`src/common/tccc_pkg.sv`:
```
package tccc_pkg;
    // ==========================================
    // Register map
    localparam logic [7:0] TCCC_MODE12_OFS = 8'h18;
    localparam logic [7:0] TCCC_MODE34_OFS = 8'h1C;
    localparam logic [7:0] TCCC_ENPOL_OFS = 8'h20;
    localparam logic [7:0] TCCC_CAPT1_OFS = 8'h34;
    localparam logic [7:0] TCCC_FLAGS_OFS = 8'h44;
    localparam logic [7:0] TCCC_CTRL_OFS = 8'h50;
    localparam logic [15:0] TCCC_MODE_RST = 16'h0000;
    localparam logic [15:0] TCCC_ENPOL_RST = 16'h0000;
    localparam logic [15:0] TCCC_ENPOL_WMASK = 16'hBBBB;
    // ==========================================
    // Field positions within one 8-bit channel slice
    localparam int TCCC_SEL_LSB = 0;
    localparam int TCCC_FAST_BIT = 2;
    localparam int TCCC_PSC_LSB = 2;
    localparam int TCCC_OMODE_LSB = 4;
    localparam int TCCC_FILT_LSB = 4;
    // Per-channel group in the enable/polarity register
    localparam int TCCC_EN_BIT = 0;
    localparam int TCCC_POL_BIT = 1;
    localparam int TCCC_NPOL_BIT = 3;
    // ==========================================
    // Direction select and output modes
    localparam logic [1:0] TCCC_SEL_OUT = 2'h0;
    localparam logic [1:0] TCCC_SEL_DIRECT = 2'h1;
    localparam logic [1:0] TCCC_SEL_CROSS = 2'h2;
    localparam logic [1:0] TCCC_SEL_TRIG = 2'h3;
    localparam logic [2:0] TCCC_OM_PWM1 = 3'h6;
    localparam logic [2:0] TCCC_OM_PWM2 = 3'h7;
    // Trigger-to-output latency in kernel cycles.
    localparam int TCCC_TRIG_SLOW_CYC = 5;
    localparam int TCCC_TRIG_FAST_CYC = 3;
    localparam int TCCC_CNT_W = 16;
endpackage

```
`src/hw/tccc_core.sv`:
```
// Function
// Fast bit clear: normal compare, 5-cycle trigger.
// Fast bit: trigger forces compare level, 3 cycles; here 4 cycles from internal_trigger_source to channel_out.
// Fast bit matters only in PWM modes.
// Channel 1 select: out, input1, input2, trigger.
// Software selects trigger only with slave trigger set.
// Direction select writable only while channel disabled.
// Channel 2 select: 01 input2, 10 input1.
// Channel 3 select: 01 input3, 10 input4.
// Channel 4 select: 01 input4, 10 input3.
// Filter needs N agreeing samples per transition.
// Codes 0-3: unfiltered, or kernel rate N 2/4/8; code 0 here samples only on the dead-time tick.
// Codes 4-15: dead-time clock divided, table N.
// Prescaler captures every 1st/2nd/4th/8th event.
// Prescaler counter cleared while channel disabled.
// Software keeps complementary polarity zero for outputs.
// Output polarity 0 active high, 1 low.
// Input polarity pair picks rising/falling/both edges.
// Software never programs polarity pair 10.
// Output enable gates the pin drive.
// Input enable gates capture into capture register.
// Enable register uses 4-bit group per channel.
// Mode register holds two 8-bit channel slices.
// Capture copies counter and sets capture flag.
// Disabled output drives pin and enable low.
// All channels share channel 1 semantics.
//
// Decided for this implementation: register access over AHB-Lite.
module tccc_core #(
    parameter int DTS_DIV = 1
) (
    input wire logic hclk,
    input wire logic hresetn,
    input wire logic hsel,
    input wire logic [7:0] haddr,
    input wire logic [1:0] htrans,
    input wire logic hwrite,
    input wire logic [2:0] hsize,
    input wire logic [31:0] hwdata,
    input wire logic hready,
    output logic hreadyout,
    output logic hresp,
    output logic [31:0] hrdata,
    input wire logic [3:0] timer_input_pin,
    input wire logic internal_trigger_source,
    input wire logic [3:0] compare_ref,
    input wire logic [tccc_pkg::TCCC_CNT_W-1:0] counter_value,
    output logic [3:0] channel_out,
    output logic [3:0] output_drive_enable,
    output logic [3:0] capture_pulse
);
    import tccc_pkg::*;

    initial begin
        if (DTS_DIV < 1 || DTS_DIV > 256) begin
            $error("DTS_DIV out of range");
        end
    end

    // ==========================================
    // AHB-Lite slave
    logic [15:0] mode12_q, mode34_q, enpol_q, ctrl_q;
    logic [3:0] flag_q;
    logic [TCCC_CNT_W-1:0] capt_q [4];
    logic wr_pend_q;
    logic [7:0] wr_addr_q;
    logic [31:0] rdata_q;
    wire addr_ok = hsel && hready && htrans[1];
    wire do_wr = addr_ok && hwrite;
    wire do_rd = addr_ok && !hwrite;
    wire [31:0] wdat = hwdata;
    wire wr_m12 = wr_pend_q && wr_addr_q == TCCC_MODE12_OFS;
    wire wr_m34 = wr_pend_q && wr_addr_q == TCCC_MODE34_OFS;
    wire wr_enp = wr_pend_q && wr_addr_q == TCCC_ENPOL_OFS;
    wire wr_flg = wr_pend_q && wr_addr_q == TCCC_FLAGS_OFS;
    wire wr_ctl = wr_pend_q && wr_addr_q == TCCC_CTRL_OFS;
    wire [1:0] capt_idx = 2'((haddr - TCCC_CAPT1_OFS) >> 2);
    wire capt_hit = haddr >= TCCC_CAPT1_OFS && haddr < TCCC_CAPT1_OFS + 8'h10
        && haddr[1:0] == 2'h0;
    logic [31:0] rd_mux;
    always_comb begin
        rd_mux = 32'h0000_0000;
        if (haddr == TCCC_MODE12_OFS) rd_mux = {16'h0000, mode12_q};
        if (haddr == TCCC_MODE34_OFS) rd_mux = {16'h0000, mode34_q};
        if (haddr == TCCC_ENPOL_OFS) rd_mux = {16'h0000, enpol_q};
        if (haddr == TCCC_FLAGS_OFS) rd_mux = {28'h0000000, flag_q};
        if (haddr == TCCC_CTRL_OFS) rd_mux = {16'h0000, ctrl_q};
        if (capt_hit) rd_mux = {16'h0000, capt_q[capt_idx]};
    end
    assign hreadyout = 1'b1;
    assign hresp = 1'b0;
    assign hrdata = rdata_q;

    always_ff @(posedge hclk or negedge hresetn) begin
        if (!hresetn) begin
            wr_pend_q <= 1'b0;
            wr_addr_q <= 8'h00;
            rdata_q <= 32'h0000_0000;
        end else begin
            wr_pend_q <= do_wr;
            if (addr_ok) wr_addr_q <= haddr;
            if (do_rd) rdata_q <= rd_mux;
        end
    end

    // Direction select fields only change while their channel is off.
    logic [15:0] m12_d, m34_d;
    always_comb begin
        m12_d = mode12_q;
        m34_d = mode34_q;
        if (wr_m12) begin
            m12_d = {wdat[15:10], enpol_q[4] ? mode12_q[9:8] : wdat[9:8],
                     wdat[7:2], enpol_q[0] ? mode12_q[1:0] : wdat[1:0]};
        end
        if (wr_m34) begin
            m34_d = {wdat[15:10], enpol_q[12] ? mode34_q[9:8] : wdat[9:8],
                     wdat[7:2], enpol_q[8] ? mode34_q[1:0] : wdat[1:0]};
        end
    end

    always_ff @(posedge hclk or negedge hresetn) begin
        if (!hresetn) begin
            mode12_q <= TCCC_MODE_RST;
            mode34_q <= TCCC_MODE_RST;
            enpol_q <= TCCC_ENPOL_RST;
            ctrl_q <= 16'h0000;
        end else begin
            mode12_q <= m12_d;
            mode34_q <= m34_d;
            if (wr_enp) enpol_q <= wdat[15:0] & TCCC_ENPOL_WMASK;
            if (wr_ctl) ctrl_q <= {12'h000, wdat[3:0]};
        end
    end

    // ==========================================
    // Dead-time clock enable divider
    logic [7:0] dts_cnt_q;
    logic [4:0] dts_sub_q;
    wire dts_tick = dts_cnt_q == 8'(DTS_DIV - 1);
    always_ff @(posedge hclk or negedge hresetn) begin
        if (!hresetn) begin
            dts_cnt_q <= 8'h00;
            dts_sub_q <= 5'h00;
        end else if (dts_tick) begin
            dts_cnt_q <= 8'h00;
            dts_sub_q <= dts_sub_q + 5'h01;
        end else begin
            dts_cnt_q <= dts_cnt_q + 8'h01;
        end
    end

    // Two-flop synchronisers on the pins and the trigger.
    logic [4:0] sync1_q, sync2_q;
    always_ff @(posedge hclk or negedge hresetn) begin
        if (!hresetn) begin
            sync1_q <= 5'h00;
            sync2_q <= 5'h00;
        end else begin
            sync1_q <= {internal_trigger_source, timer_input_pin};
            sync2_q <= sync1_q;
        end
    end

    // ==========================================
    // Trigger edge delay lines for the compare output path
    logic trig_prev_q;
    logic [TCCC_TRIG_SLOW_CYC-1:0] trig_pipe_q;
    wire trig_edge = sync2_q[4] && !trig_prev_q;
    always_ff @(posedge hclk or negedge hresetn) begin
        if (!hresetn) begin
            trig_prev_q <= 1'b0;
            trig_pipe_q <= '0;
        end else begin
            trig_prev_q <= sync2_q[4];
            trig_pipe_q <= {trig_pipe_q[TCCC_TRIG_SLOW_CYC-2:0], trig_edge};
        end
    end
    // Edge reaches the output after the two sync flops, this tap and the output flop.
    wire trig_fast = trig_pipe_q[TCCC_TRIG_FAST_CYC-3];

    logic [3:0] flag_set;
    genvar ch;
    generate
        for (ch = 0; ch < 4; ch++) begin : g_ch
            localparam int MB = (ch % 2) * 8;
            localparam int EB = ch * 4;
            wire [15:0] mreg = (ch < 2) ? mode12_q : mode34_q;
            wire [7:0] slice = mreg[MB +: 8];
            wire [1:0] dsel = slice[TCCC_SEL_LSB +: 2];
            wire [3:0] fcode = slice[TCCC_FILT_LSB +: 4];
            wire [1:0] psc = slice[TCCC_PSC_LSB +: 2];
            wire [2:0] omode = slice[TCCC_OMODE_LSB +: 3];
            wire fast_trigger_enable = slice[TCCC_FAST_BIT];
            wire enable = enpol_q[EB + TCCC_EN_BIT];
            wire pol = enpol_q[EB + TCCC_POL_BIT];
            wire npol = enpol_q[EB + TCCC_NPOL_BIT];
            // Direct and crossed neighbour pins per channel.
            localparam int DIR = ch;
            localparam int CRS = ch ^ 1;
            logic raw_in;
            always_comb begin
                unique case (dsel)
                    TCCC_SEL_DIRECT: raw_in = sync2_q[DIR];
                    TCCC_SEL_CROSS: raw_in = sync2_q[CRS];
                    TCCC_SEL_TRIG: raw_in = sync2_q[4];
                    default: raw_in = 1'b0;
                endcase
            end

            // Filter: sample rate and length from the four-bit code.
            logic smp_en;
            logic [3:0] need_n;
            always_comb begin
                smp_en = 1'b1;
                need_n = 4'h1;
                unique case (fcode)
                    4'h0: smp_en = dts_tick;
                    4'h1: need_n = 4'h2;
                    4'h2: need_n = 4'h4;
                    4'h3: need_n = 4'h8;
                    default: begin
                        smp_en = dts_tick && (fcode < 4'h6 ? dts_sub_q[0] == 1'b1 :
                            fcode < 4'h8 ? dts_sub_q[1:0] == 2'h3 :
                            fcode < 4'hA ? dts_sub_q[2:0] == 3'h7 :
                            fcode < 4'hD ? dts_sub_q[3:0] == 4'hF : &dts_sub_q);
                        unique case (fcode)
                            4'h4, 4'h6, 4'h8, 4'hB, 4'hE: need_n = 4'h6;
                            4'hA, 4'hD: need_n = 4'h5;
                            default: need_n = 4'h8;
                        endcase
                    end
                endcase
            end
            logic filt_q;
            logic [3:0] agree_q;
            always_ff @(posedge hclk or negedge hresetn) begin
                if (!hresetn) begin
                    filt_q <= 1'b0;
                    agree_q <= 4'h0;
                end else if (smp_en) begin
                    if (raw_in == filt_q) begin
                        agree_q <= 4'h0;
                    end else if (agree_q + 4'h1 >= need_n) begin
                        filt_q <= raw_in;
                        agree_q <= 4'h0;
                    end else begin
                        agree_q <= agree_q + 4'h1;
                    end
                end
            end

            // Edge select from the polarity pair.
            logic filt_prev_q;
            wire rise = filt_q && !filt_prev_q;
            wire fall = !filt_q && filt_prev_q;
            wire edge_hit = npol ? (rise || fall) : (pol ? fall : rise);
            wire is_in = dsel != TCCC_SEL_OUT;
            logic [2:0] psc_q;
            wire [2:0] psc_lim = 3'((4'h1 << psc) - 4'h1);
            wire cap_fire = is_in && enable && edge_hit && psc_q == psc_lim;
            always_ff @(posedge hclk or negedge hresetn) begin
                if (!hresetn) begin
                    filt_prev_q <= 1'b0;
                    psc_q <= 3'h0;
                    capt_q[ch] <= '0;
                    capture_pulse[ch] <= 1'b0;
                end else begin
                    filt_prev_q <= filt_q;
                    capture_pulse[ch] <= cap_fire;
                    if (!enable) psc_q <= 3'h0;
                    else if (is_in && edge_hit) psc_q <= cap_fire ? 3'h0 : psc_q + 3'h1;
                    if (cap_fire) capt_q[ch] <= counter_value;
                end
            end
            assign flag_set[ch] = cap_fire;

            // Output path with optional fast trigger in PWM modes.
            wire pwm = omode == TCCC_OM_PWM1 || omode == TCCC_OM_PWM2;
            wire fast_on = fast_trigger_enable && pwm;
            wire ref_lvl = fast_on ? (compare_ref[ch] || trig_fast)
                : compare_ref[ch];
            logic oc_q, oen_q;
            always_ff @(posedge hclk or negedge hresetn) begin
                if (!hresetn) begin
                    oc_q <= 1'b0;
                    oen_q <= 1'b0;
                end else if (!is_in && enable) begin
                    oc_q <= ref_lvl ^ pol;
                    oen_q <= 1'b1;
                end else begin
                    oc_q <= 1'b0;
                    oen_q <= 1'b0;
                end
            end
            assign channel_out[ch] = oc_q;
            assign output_drive_enable[ch] = oen_q;
        end
    endgenerate

    // Capture flags: hardware set wins over write-0 clear; reading a
    // capture register clears its flag.
    wire [3:0] rd_clr = (do_rd && capt_hit) ? 4'(4'h1 << capt_idx) : 4'h0;
    always_ff @(posedge hclk or negedge hresetn) begin
        if (!hresetn) begin
            flag_q <= 4'h0;
        end else begin
            flag_q <= (flag_q & ~(wr_flg ? ~wdat[3:0] : 4'h0) & ~rd_clr) | flag_set;
        end
    end

    // ==========================================
    // Checks
    a_dir_locked: assert property (@(posedge hclk) disable iff (!hresetn)
        enpol_q[0] && $past(enpol_q[0]) |-> $stable(mode12_q[1:0]))
        else $error("direction changed while enabled");
    a_lock_ch4: assert property (@(posedge hclk) disable iff (!hresetn)
        enpol_q[12] && $past(enpol_q[12]) |-> $stable(mode34_q[9:8]))
        else $error("channel 4 direction changed while enabled");
    a_psc_clear: assert property (@(posedge hclk) disable iff (!hresetn)
        !$past(enpol_q[0]) |-> g_ch[0].psc_q == 3'h0)
        else $error("prescaler not cleared");
    a_psc_ch4: assert property (@(posedge hclk) disable iff (!hresetn)
        !$past(enpol_q[12]) |-> g_ch[3].psc_q == 3'h0)
        else $error("channel 4 prescaler not cleared");
    a_capt_copy: assert property (@(posedge hclk) disable iff (!hresetn)
        g_ch[0].cap_fire |=> capt_q[0] == $past(counter_value) && flag_q[0])
        else $error("capture not taken");
    a_read_clear: assert property (@(posedge hclk) disable iff (!hresetn)
        do_rd && capt_hit && capt_idx == 2'h0 && !g_ch[0].cap_fire |=> !flag_q[0])
        else $error("capture read did not clear flag");
    a_off_low: assert property (@(posedge hclk) disable iff (!hresetn)
        !$past(enpol_q[4]) |-> !channel_out[1] && !output_drive_enable[1])
        else $error("disabled output driven");
    a_off_ch3: assert property (@(posedge hclk) disable iff (!hresetn)
        !$past(enpol_q[8]) |-> !channel_out[2] && !output_drive_enable[2])
        else $error("disabled channel 3 output driven");
    a_drive_on: assert property (@(posedge hclk) disable iff (!hresetn)
        $past(enpol_q[0]) && $past(mode12_q[1:0]) == 2'h0 |-> output_drive_enable[0])
        else $error("enabled output not driven");
    a_pol_out: assert property (@(posedge hclk) disable iff (!hresetn)
        $past(enpol_q[0] && mode12_q[1:0] == 2'h0) |->
        channel_out[0] == ($past(compare_ref[0] || (g_ch[0].fast_on && trig_fast))
        ^ $past(enpol_q[1])))
        else $error("output polarity wrong");
    a_no_cap_off: assert property (@(posedge hclk) disable iff (!hresetn)
        !enpol_q[8] |-> !g_ch[2].cap_fire)
        else $error("capture while disabled");
    a_fast_lat: assert property (@(posedge hclk) disable iff (!hresetn)
        $rose(sync2_q[4]) && !trig_prev_q ##1 g_ch[3].fast_on && !compare_ref[3]
        && enpol_q[12] && mode34_q[9:8] == 2'h0 && !enpol_q[13] |=> channel_out[3])
        else $error("fast trigger latency");
    a_slow_ignore: assert property (@(posedge hclk) disable iff (!hresetn)
        !g_ch[2].fast_on && !compare_ref[2] && enpol_q[8] && !enpol_q[9]
        && mode34_q[1:0] == 2'h0 |=> !channel_out[2])
        else $error("trigger leaked without fast enable");
    a_trig_route: assert property (@(posedge hclk) disable iff (!hresetn)
        mode12_q[1:0] == 2'h3 |-> g_ch[0].raw_in == sync2_q[4])
        else $error("channel 1 trigger routing");
    a_cross_ch1: assert property (@(posedge hclk) disable iff (!hresetn)
        mode12_q[1:0] == 2'h2 |-> g_ch[0].raw_in == sync2_q[1])
        else $error("channel 1 routing");
    a_cross_ch2: assert property (@(posedge hclk) disable iff (!hresetn)
        mode12_q[9:8] == 2'h2 |-> g_ch[1].raw_in == sync2_q[0])
        else $error("channel 2 routing");
    a_cross_ch3: assert property (@(posedge hclk) disable iff (!hresetn)
        mode34_q[1:0] == 2'h2 |-> g_ch[2].raw_in == sync2_q[3])
        else $error("channel 3 routing");
    a_sel_cross: assert property (@(posedge hclk) disable iff (!hresetn)
        mode34_q[9:8] == 2'h2 |-> g_ch[3].raw_in == sync2_q[2])
        else $error("channel 4 routing");
    a_direct_ch4: assert property (@(posedge hclk) disable iff (!hresetn)
        mode34_q[9:8] == 2'h1 |-> g_ch[3].raw_in == sync2_q[3])
        else $error("channel 4 direct routing");
    a_resv_zero: assert property (@(posedge hclk) disable iff (!hresetn)
        (enpol_q & ~TCCC_ENPOL_WMASK) == 16'h0000)
        else $error("reserved enable bit set");
    a_filt_len: assert property (@(posedge hclk) disable iff (!hresetn)
        g_ch[0].fcode == 4'h3 && $past(g_ch[0].fcode, 8) == 4'h3 && $changed(g_ch[0].filt_q)
        |-> $past(g_ch[0].raw_in, 8) == g_ch[0].filt_q && $past(g_ch[0].raw_in) == g_ch[0].filt_q)
        else $error("filter accepted too few samples");
endmodule

```
`config.mk`:
```
export PLATFORM = sky130hd
export DESIGN_NAME = tccc_core
export DESIGN_NICKNAME = d
export VERILOG_FILES = /design/src/common/tccc_pkg.sv /design/src/hw/tccc_core.sv
export SDC_FILE = /design/constraint.sdc
export NUM_CORES = 1
export LEC_CHECK = 0
export BUFFER_PORTS_ARGS = -buffer_cell sky130_fd_sc_hd__buf_4
export CORE_UTILIZATION = 45
export CTS_CLUSTER_DIAMETER = 120
export DETAILED_ROUTE_END_ITERATION = 12
export SYNTH_ARGS = -nofsm -noshare
export SYNTH_HDL_FRONTEND = slang
export SYNTH_SLANG_ARGS = --single-unit
```
`constraint.sdc`:
```
create_clock -name hclk -period 6.9 [get_ports hclk]
set_input_delay 2.07 -clock hclk [delete_from_list [all_inputs] [get_ports hclk]]
set_output_delay 2.07 -clock hclk [all_outputs]
set_load 0.02 [all_outputs]
```
After elaboration in Yosys (flattened, before gate mapping)

Index checks and enable logic that the tools add are counted.

Reduce and logical (&&, ||, !) cells: 106
Shift operators: 5
Add/subtract/negate cells: 15
Multipliers: 0
Div/mod/pow operators: 0
Equality and inequality tests: 85
$lt $le $gt $ge: 23
Multiplexer cells: 84
Bitwise logic cells: 19

Operator list:

| operator              | number |
|---|---|
| $mux W16              | 8 |
| $eq A4 B4 Y1 const B  | 21 |
| $pmux W4 S4           | 4 |
| $logic_and A1 B1 Y1   | 49 |
| $lt A4 B4 Y1 const B  | 12 |
| $mux W4               | 10 |
| $mux W1               | 36 |
| $mux W3               | 12 |
| $bmux W16 S2          | 1 |
| $eq A4 B2 Y1 const B  | 8 |
| $eq A4 B3 Y1 const B  | 8 |
| $eq A8 B5 Y1 const B  | 4 |
| $eq A8 B7 Y1 const B  | 4 |
| $pmux W4 S2           | 4 |
| $eq A3 B3 Y1 const B  | 9 |
| $reduce_or A5 Y1      | 4 |
| $eq A2 B2 Y1 const B  | 9 |
| $add A4 B1 Y4 const B | 4 |
| $eq A4 B1 Y1 const B  | 4 |
| $eq A8 B6 Y1 const B  | 2 |
| $ge A4 B4 Y1          | 4 |
| $logic_not A4 Y1      | 4 |
| $lt A4 B3 Y1 const B  | 4 |
| $logic_not A1 Y1      | 14 |
| 32 further kinds      | 98 |

Memories: 0
Bits in writable memories: 0
Bits in read-only memories: 0
Register bits: 230
Latch bits: 0
Output and inout bits: 46

Logic depth before layout (Yosys ltp)

Depth after elaboration: 9
Gate-level depth with buffers: 13

Least setup slack after synthesis

No wires, ideal clock.

Path type: input to register
From: input port haddr[2]
To: register rdata_q[1] (netlist: hrdata[1])
Data required time: 6769 ps
Arrival time: 4159 ps
Cell stages on the path: 9
Path slack: 2610 ps
Setup time: 131 ps
Cells stage by stage: buf_2 > buf_2 > inv_1 > ha_1 > clkbuf_1 > clkbuf_1 > mux4_2 > a22oi_1 > o21ai_1

Cells in the longest elaborated chain, start to end: 7

RTL lines:

| item                                                  | RTL line         | text |
|---|---|---|
| from (decl)                                           | tccc_core.sv:35  | `input wire logic [7:0] haddr,` |
| branches (longest 6 deep; another with $sub A4 B3 Y4) | -                |  |
| $mux W16 *                                            | tccc_core.sv:88  | `if (capt_hit) rd_mux = {16'h0000, capt_q[capt_idx]};` |
| to (signal assigned)                                  | tccc_core.sv:102 | `if (do_rd) rdata_q <= rd_mux;` |
| to (decl)                                             | tccc_core.sv:67  | `logic [31:0] rdata_q;` |

Every way passes the cells marked *. The select of a mux whose other input is x is not followed.
A chain may end at the register's enable or synchronous reset.

Worst setup path in the final report

From: input port haddr[2]
To: register flag_q[1]

Cells in the longest elaborated chain, start to end: 8

RTL lines:

| item                                         | RTL line         | text |
|---|---|---|
| $ge A8 B6 Y1 or $lt A8 B7 Y1 (tied branches) | tccc_core.sv:78  | `wire capt_hit = haddr >= TCCC_CAPT1_OFS && haddr < TCCC_CAPT1_OFS + 8'h10` |
| $logic_and A1 B1 Y1                          | tccc_core.sv:78  |  |
| $logic_and A1 B1 Y1                          | tccc_core.sv:79  | `&& haddr[1:0] == 2'h0;` |
| $logic_and A1 B1 Y1                          | tccc_core.sv:302 | `wire [3:0] rd_clr = (do_rd && capt_hit) ? 4'(4'h1 << capt_idx) : 4'h0;` |
| $mux W4 *                                    | tccc_core.sv:302 |  |
| $not A4 Y4 *                                 | tccc_core.sv:307 | `flag_q <= (flag_q & ~(wr_flg ? ~wdat[3:0] : 4'h0) & ~rd_clr) \| flag_set;` |
| $and A4 B4 Y4 *                              | tccc_core.sv:307 |  |
| $or A4 B4 Y4 *                               | tccc_core.sv:307 |  |
| to (signal assigned)                         | tccc_core.sv:307 |  |
| to (decl)                                    | tccc_core.sv:63  | `logic [3:0] flag_q;` |

Mark *: on every way between the ends. The rest lies on a longest branch, timed or not.

==> metrics.md <==
| Metric | Value |
|---|---|
| Status | `finished, violations left` |
| Failing checks | `DRC` |
| FF+latch count, synth | `around 210` |
| Critical path launch point type | `input port` |
| DP Cell Count | `roughly 1.4k` |
| Synth-to-Final Area Change | `13.6%` |
| Detailed-route DRC error count | `1` |
| Number of synthesized flops with an enable pin | `0` |
| Row count | `between 50 and 60` |
| CTS hold repair buffers | `0` |
| Die area | `approximately 26000 sq um` |
| Die H | `162 um` |
| Critical path fanouts, max | `21` |
| F_max | `approximately 0.24 GHz` |
| HPWL after DPL | `18100 um` |
| CTS buffer count | `25` |
| RSZ-0062 raised after global routing | `no` |
| Reg power frac | `approximately 47%` |
| WL/cell | `roughly 18 um` |
| Internal power | `approximately 2.2 mW` |
| Vias in the first global route | `7546` |
| Actual slew at the worst max-slew pin | `roughly 1 ns` |
| Yosys Warn Count | `0` |
| I/O pin cnt | `121` |
| Peak VDD IR | `0.176 mV` |
| # Post-CTS Setup Buffers | `0` |
| Port Buffers | `just over 80` |
| Post-Syn Area | `between 10000 and 15000 sq um` |
| Post-CTS sizing | `0` |
| RePlAce Congestion | `between 0.7 and 0.8` |
| Clk slew on worst S/H paths | `approximately 0.060 ns` |
| Aggregate routed wire length | `between 20000 and 30000 um` |
| CTS root buffer | `clkbuf_16` |
| Synth cell types | `72` |
| Switching portion of total power | `about 25%` |
| Gate power share | `a little under a tenth` |
| Initial DRT Pass Iterations | `11` |
| NetSw | `0.728 mW` |
| Post-synthesis cell count | `approximately 1.0k` |
| Die width | `162 um` |
| CP Capture Type | `register` |
| Vias per Instance | `~5.5` |
| Most common cell after layout, fill and taps aside | `dfrtp_1` |
| Clock Power Share | `approximately 44%` |
| Final instance count without filler cells | `1418` |
| Share of layout cells above drive strength 1 | `a little over a quarter` |
| Core Area | `roughly 25000 sq um` |
| Clock latency on the worst-skew pair | `0.54 ns` |
| Worst setup path class | `input port to register` |
| Setup-failing EPs final | `0` |
| Synth Area per Inst | `approximately 11 sq um` |
| DRT antenna net count | `0` |
| Register area share after synthesis | `a little under half` |
| Main synth FF type | `dfrtp_1` |
| Clk buf depth | `3` |
| Initial antenna violation count | `0` |
| Fill cells | `approximately 2.3k` |
| Setup tns final | `0 ns` |
| Commonest non-fill, non-tap cells in the layout | `214 x dfrtp_1, 114 x mux2_2, 95 x nand2_1` |
| Global route overflow | `0` |
| Pin count of the biggest net entering global routing | `~120` |
| Pwr Density | `221 nW/um^2` |
| Layout Nets | `around 1.2k` |
| H-tree Lvls | `1` |
| Clk_skew | `around 0.014 ns` |
| Clock sink count | `between 200 and 250` |
| Total track usage | `between 20 and 25%` |
| Initial Util | `between 40 and 50%` |
| Final Slew Violations | `0` |
| CP required | `approximately 7.3 ns` |
| Max Cap Viol | `0` |
| Pre-CTS setup slack | `between 2 and 2.5 ns` |
| First-pass GRT wire length | `roughly 43000 um` |
| Vias | `7846` |
| Period minus WS final | `4.21 ns` |
| Async SR Flop Fraction | `100%` |
| Initial drt markers | `roughly 540` |
| CTS tree | `built` |
| P_leak | `6.13 nW` |
| Antenna Cells | `0` |
| Arrival @ worst endpoint | `4.63 ns` |
| Setup ws final | `~2.7 ns` |
| Hold Fails Final Rpt | `0` |
| Slew margin rel. | `between 30% and 40%` |
| Hold WC Path Type | `register to register` |
| Period utilization | `roughly 61%` |
Yosys cell counts, drive strengths merged (13+ instances only):
cell type	instances	area, sq um
a21oi	41	205
clkbuf	28	106
o221ai	14	166
nand2	96	363
mux4	16	360
and3	17	106
nor2b	15	93.8
nand3	17	97.6
buf	42	282
mux2i	18	180
mux2	136	1540
nor3	13	65.1
xnor2	22	193
dfrtp	214	5360
ha	44	551
nand2b	17	106
nor2	45	184
o21ai	48	240
inv	31	116
worst paths after layout:
path / start / end / depth (start not counted) / slack, ns
worst min-delay path: sync1_q[3]$_DFF_PN0_ / sync2_q[3]$_DFF_PN0_ / 0 / 0.35
max in group asynchronous: hresetn / g_ch[1].filt_prev_q$_DFF_PN0_ / 2 / 4.06
min in group asynchronous: hresetn / dts_cnt_q[6]$_DFF_PN0_ / 1 / 1.63
worst min register to register: sync1_q[3]$_DFF_PN0_ / sync2_q[3]$_DFF_PN0_ / 0 / 0.35
worst max register to register: dts_sub_q[0]$_DFFE_PN0P_ / g_ch[0].agree_q[0]$_DFFE_PN0P_ / 7 / 4.07
worst max-delay path: haddr[2] / flag_q[1]$_DFF_PN0_ / 9 / 2.69
worst max-delay path, stage by stage:
cell and delay [ns]:
buf_4 0.35, inv_1 0.19, ha_1 0.30, nor2b_1 0.17
o22ai_1 0.24, and2_1 0.64, nor2b_1 0.35, a21oi_1 0.11
or2_1 0.21
routing by layer:
layer,wire length (um),up-vias,track usage (%),part of all wire (%)
met5,0,-,0,0
met4,423,0,4.25,1.6
met3,1370,28,3.65,5.2
met2,12300,179,32.9,47
met1,12100,3921,29.3,46
li1,-,3718,-,-
registers in the layout, summed over array words and instances, names as in the netlist, 4 cells and up:
| name | cells |
|---|---|
| ctrl_q | 4 |
| wr_addr_q | 8 |
| g_ch.agree_q | 16 |
| g_ch.filt_q | 4 |
| sync2_q | 5 |
| dts_cnt_q | 8 |
| g_ch.oc_q | 4 |
| g_ch.mreg | 32 |
| capture_pulse | 4 |
| g_ch.filt_prev_q | 4 |
| hrdata | 16 |
| enpol_q | 12 |
| flag_q | 4 |
| capt_q | 64 |
| dts_sub_q | 5 |
| g_ch.psc_q | 12 |
| sync1_q | 5 |
| g_ch.oen_q | 4 |
through the flow:
| step | util (%) | hold WS (ns) | power, mW | area [sq um] |
|---|---|---|---|---|
| final | 52.0 | 0.350 | 2.88 | 13100 |
| after global routing | 52.0 | 0.366 | 3.01 | 13100 |
| after CTS | 52.0 | 0.352 | 2.92 | 13100 |
| after detailed placement | 48.9 | 0.338 | 1.64 | 12300 |
| after global placement | 48.9 | 0.337 | 1.63 | 12300 |
| after floorplan | - | 0.331 | 1.53 | 11600 |
kinds of logic after synthesis:
group / synth area share [%]
other cells: 0.0653
buf+inv: 4.39
flops: 46.6
compound gates: 10.9
mux: 18.1
simple gates: 13.1
xor+xnor: 2.13
fa+ha+maj: 4.79
power by group through the flow:
stage / registers (mW) / clock network, mW / logic (mW)
2_1_floorplan: 1.35 / 0 / 0.189
3_3_place_gp: 1.37 / 0 / 0.267
3_5_place_dp: 1.37 / 0 / 0.271
4_1_cts: 1.35 / 1.30 / 0.273
5_1_grt: 1.35 / 1.35 / 0.305
6_report: 1.35 / 1.27 / 0.268
final cells by class:
cell class / instances / area [sq um] / share of cell area, %
multi-input combinational: 711 / 5710 / 43.7
inverter: 31 / 116 / 0.891
tap: 330 / 413 / 3.16
timing repair buffer: 90 / 683 / 5.23
clock inverter: 9 / 95.1 / 0.728
clock buffer: 33 / 686 / 5.25
sequential: 214 / 5360 / 41.0
Note: power is estimated with default switching activity, not from simulation.
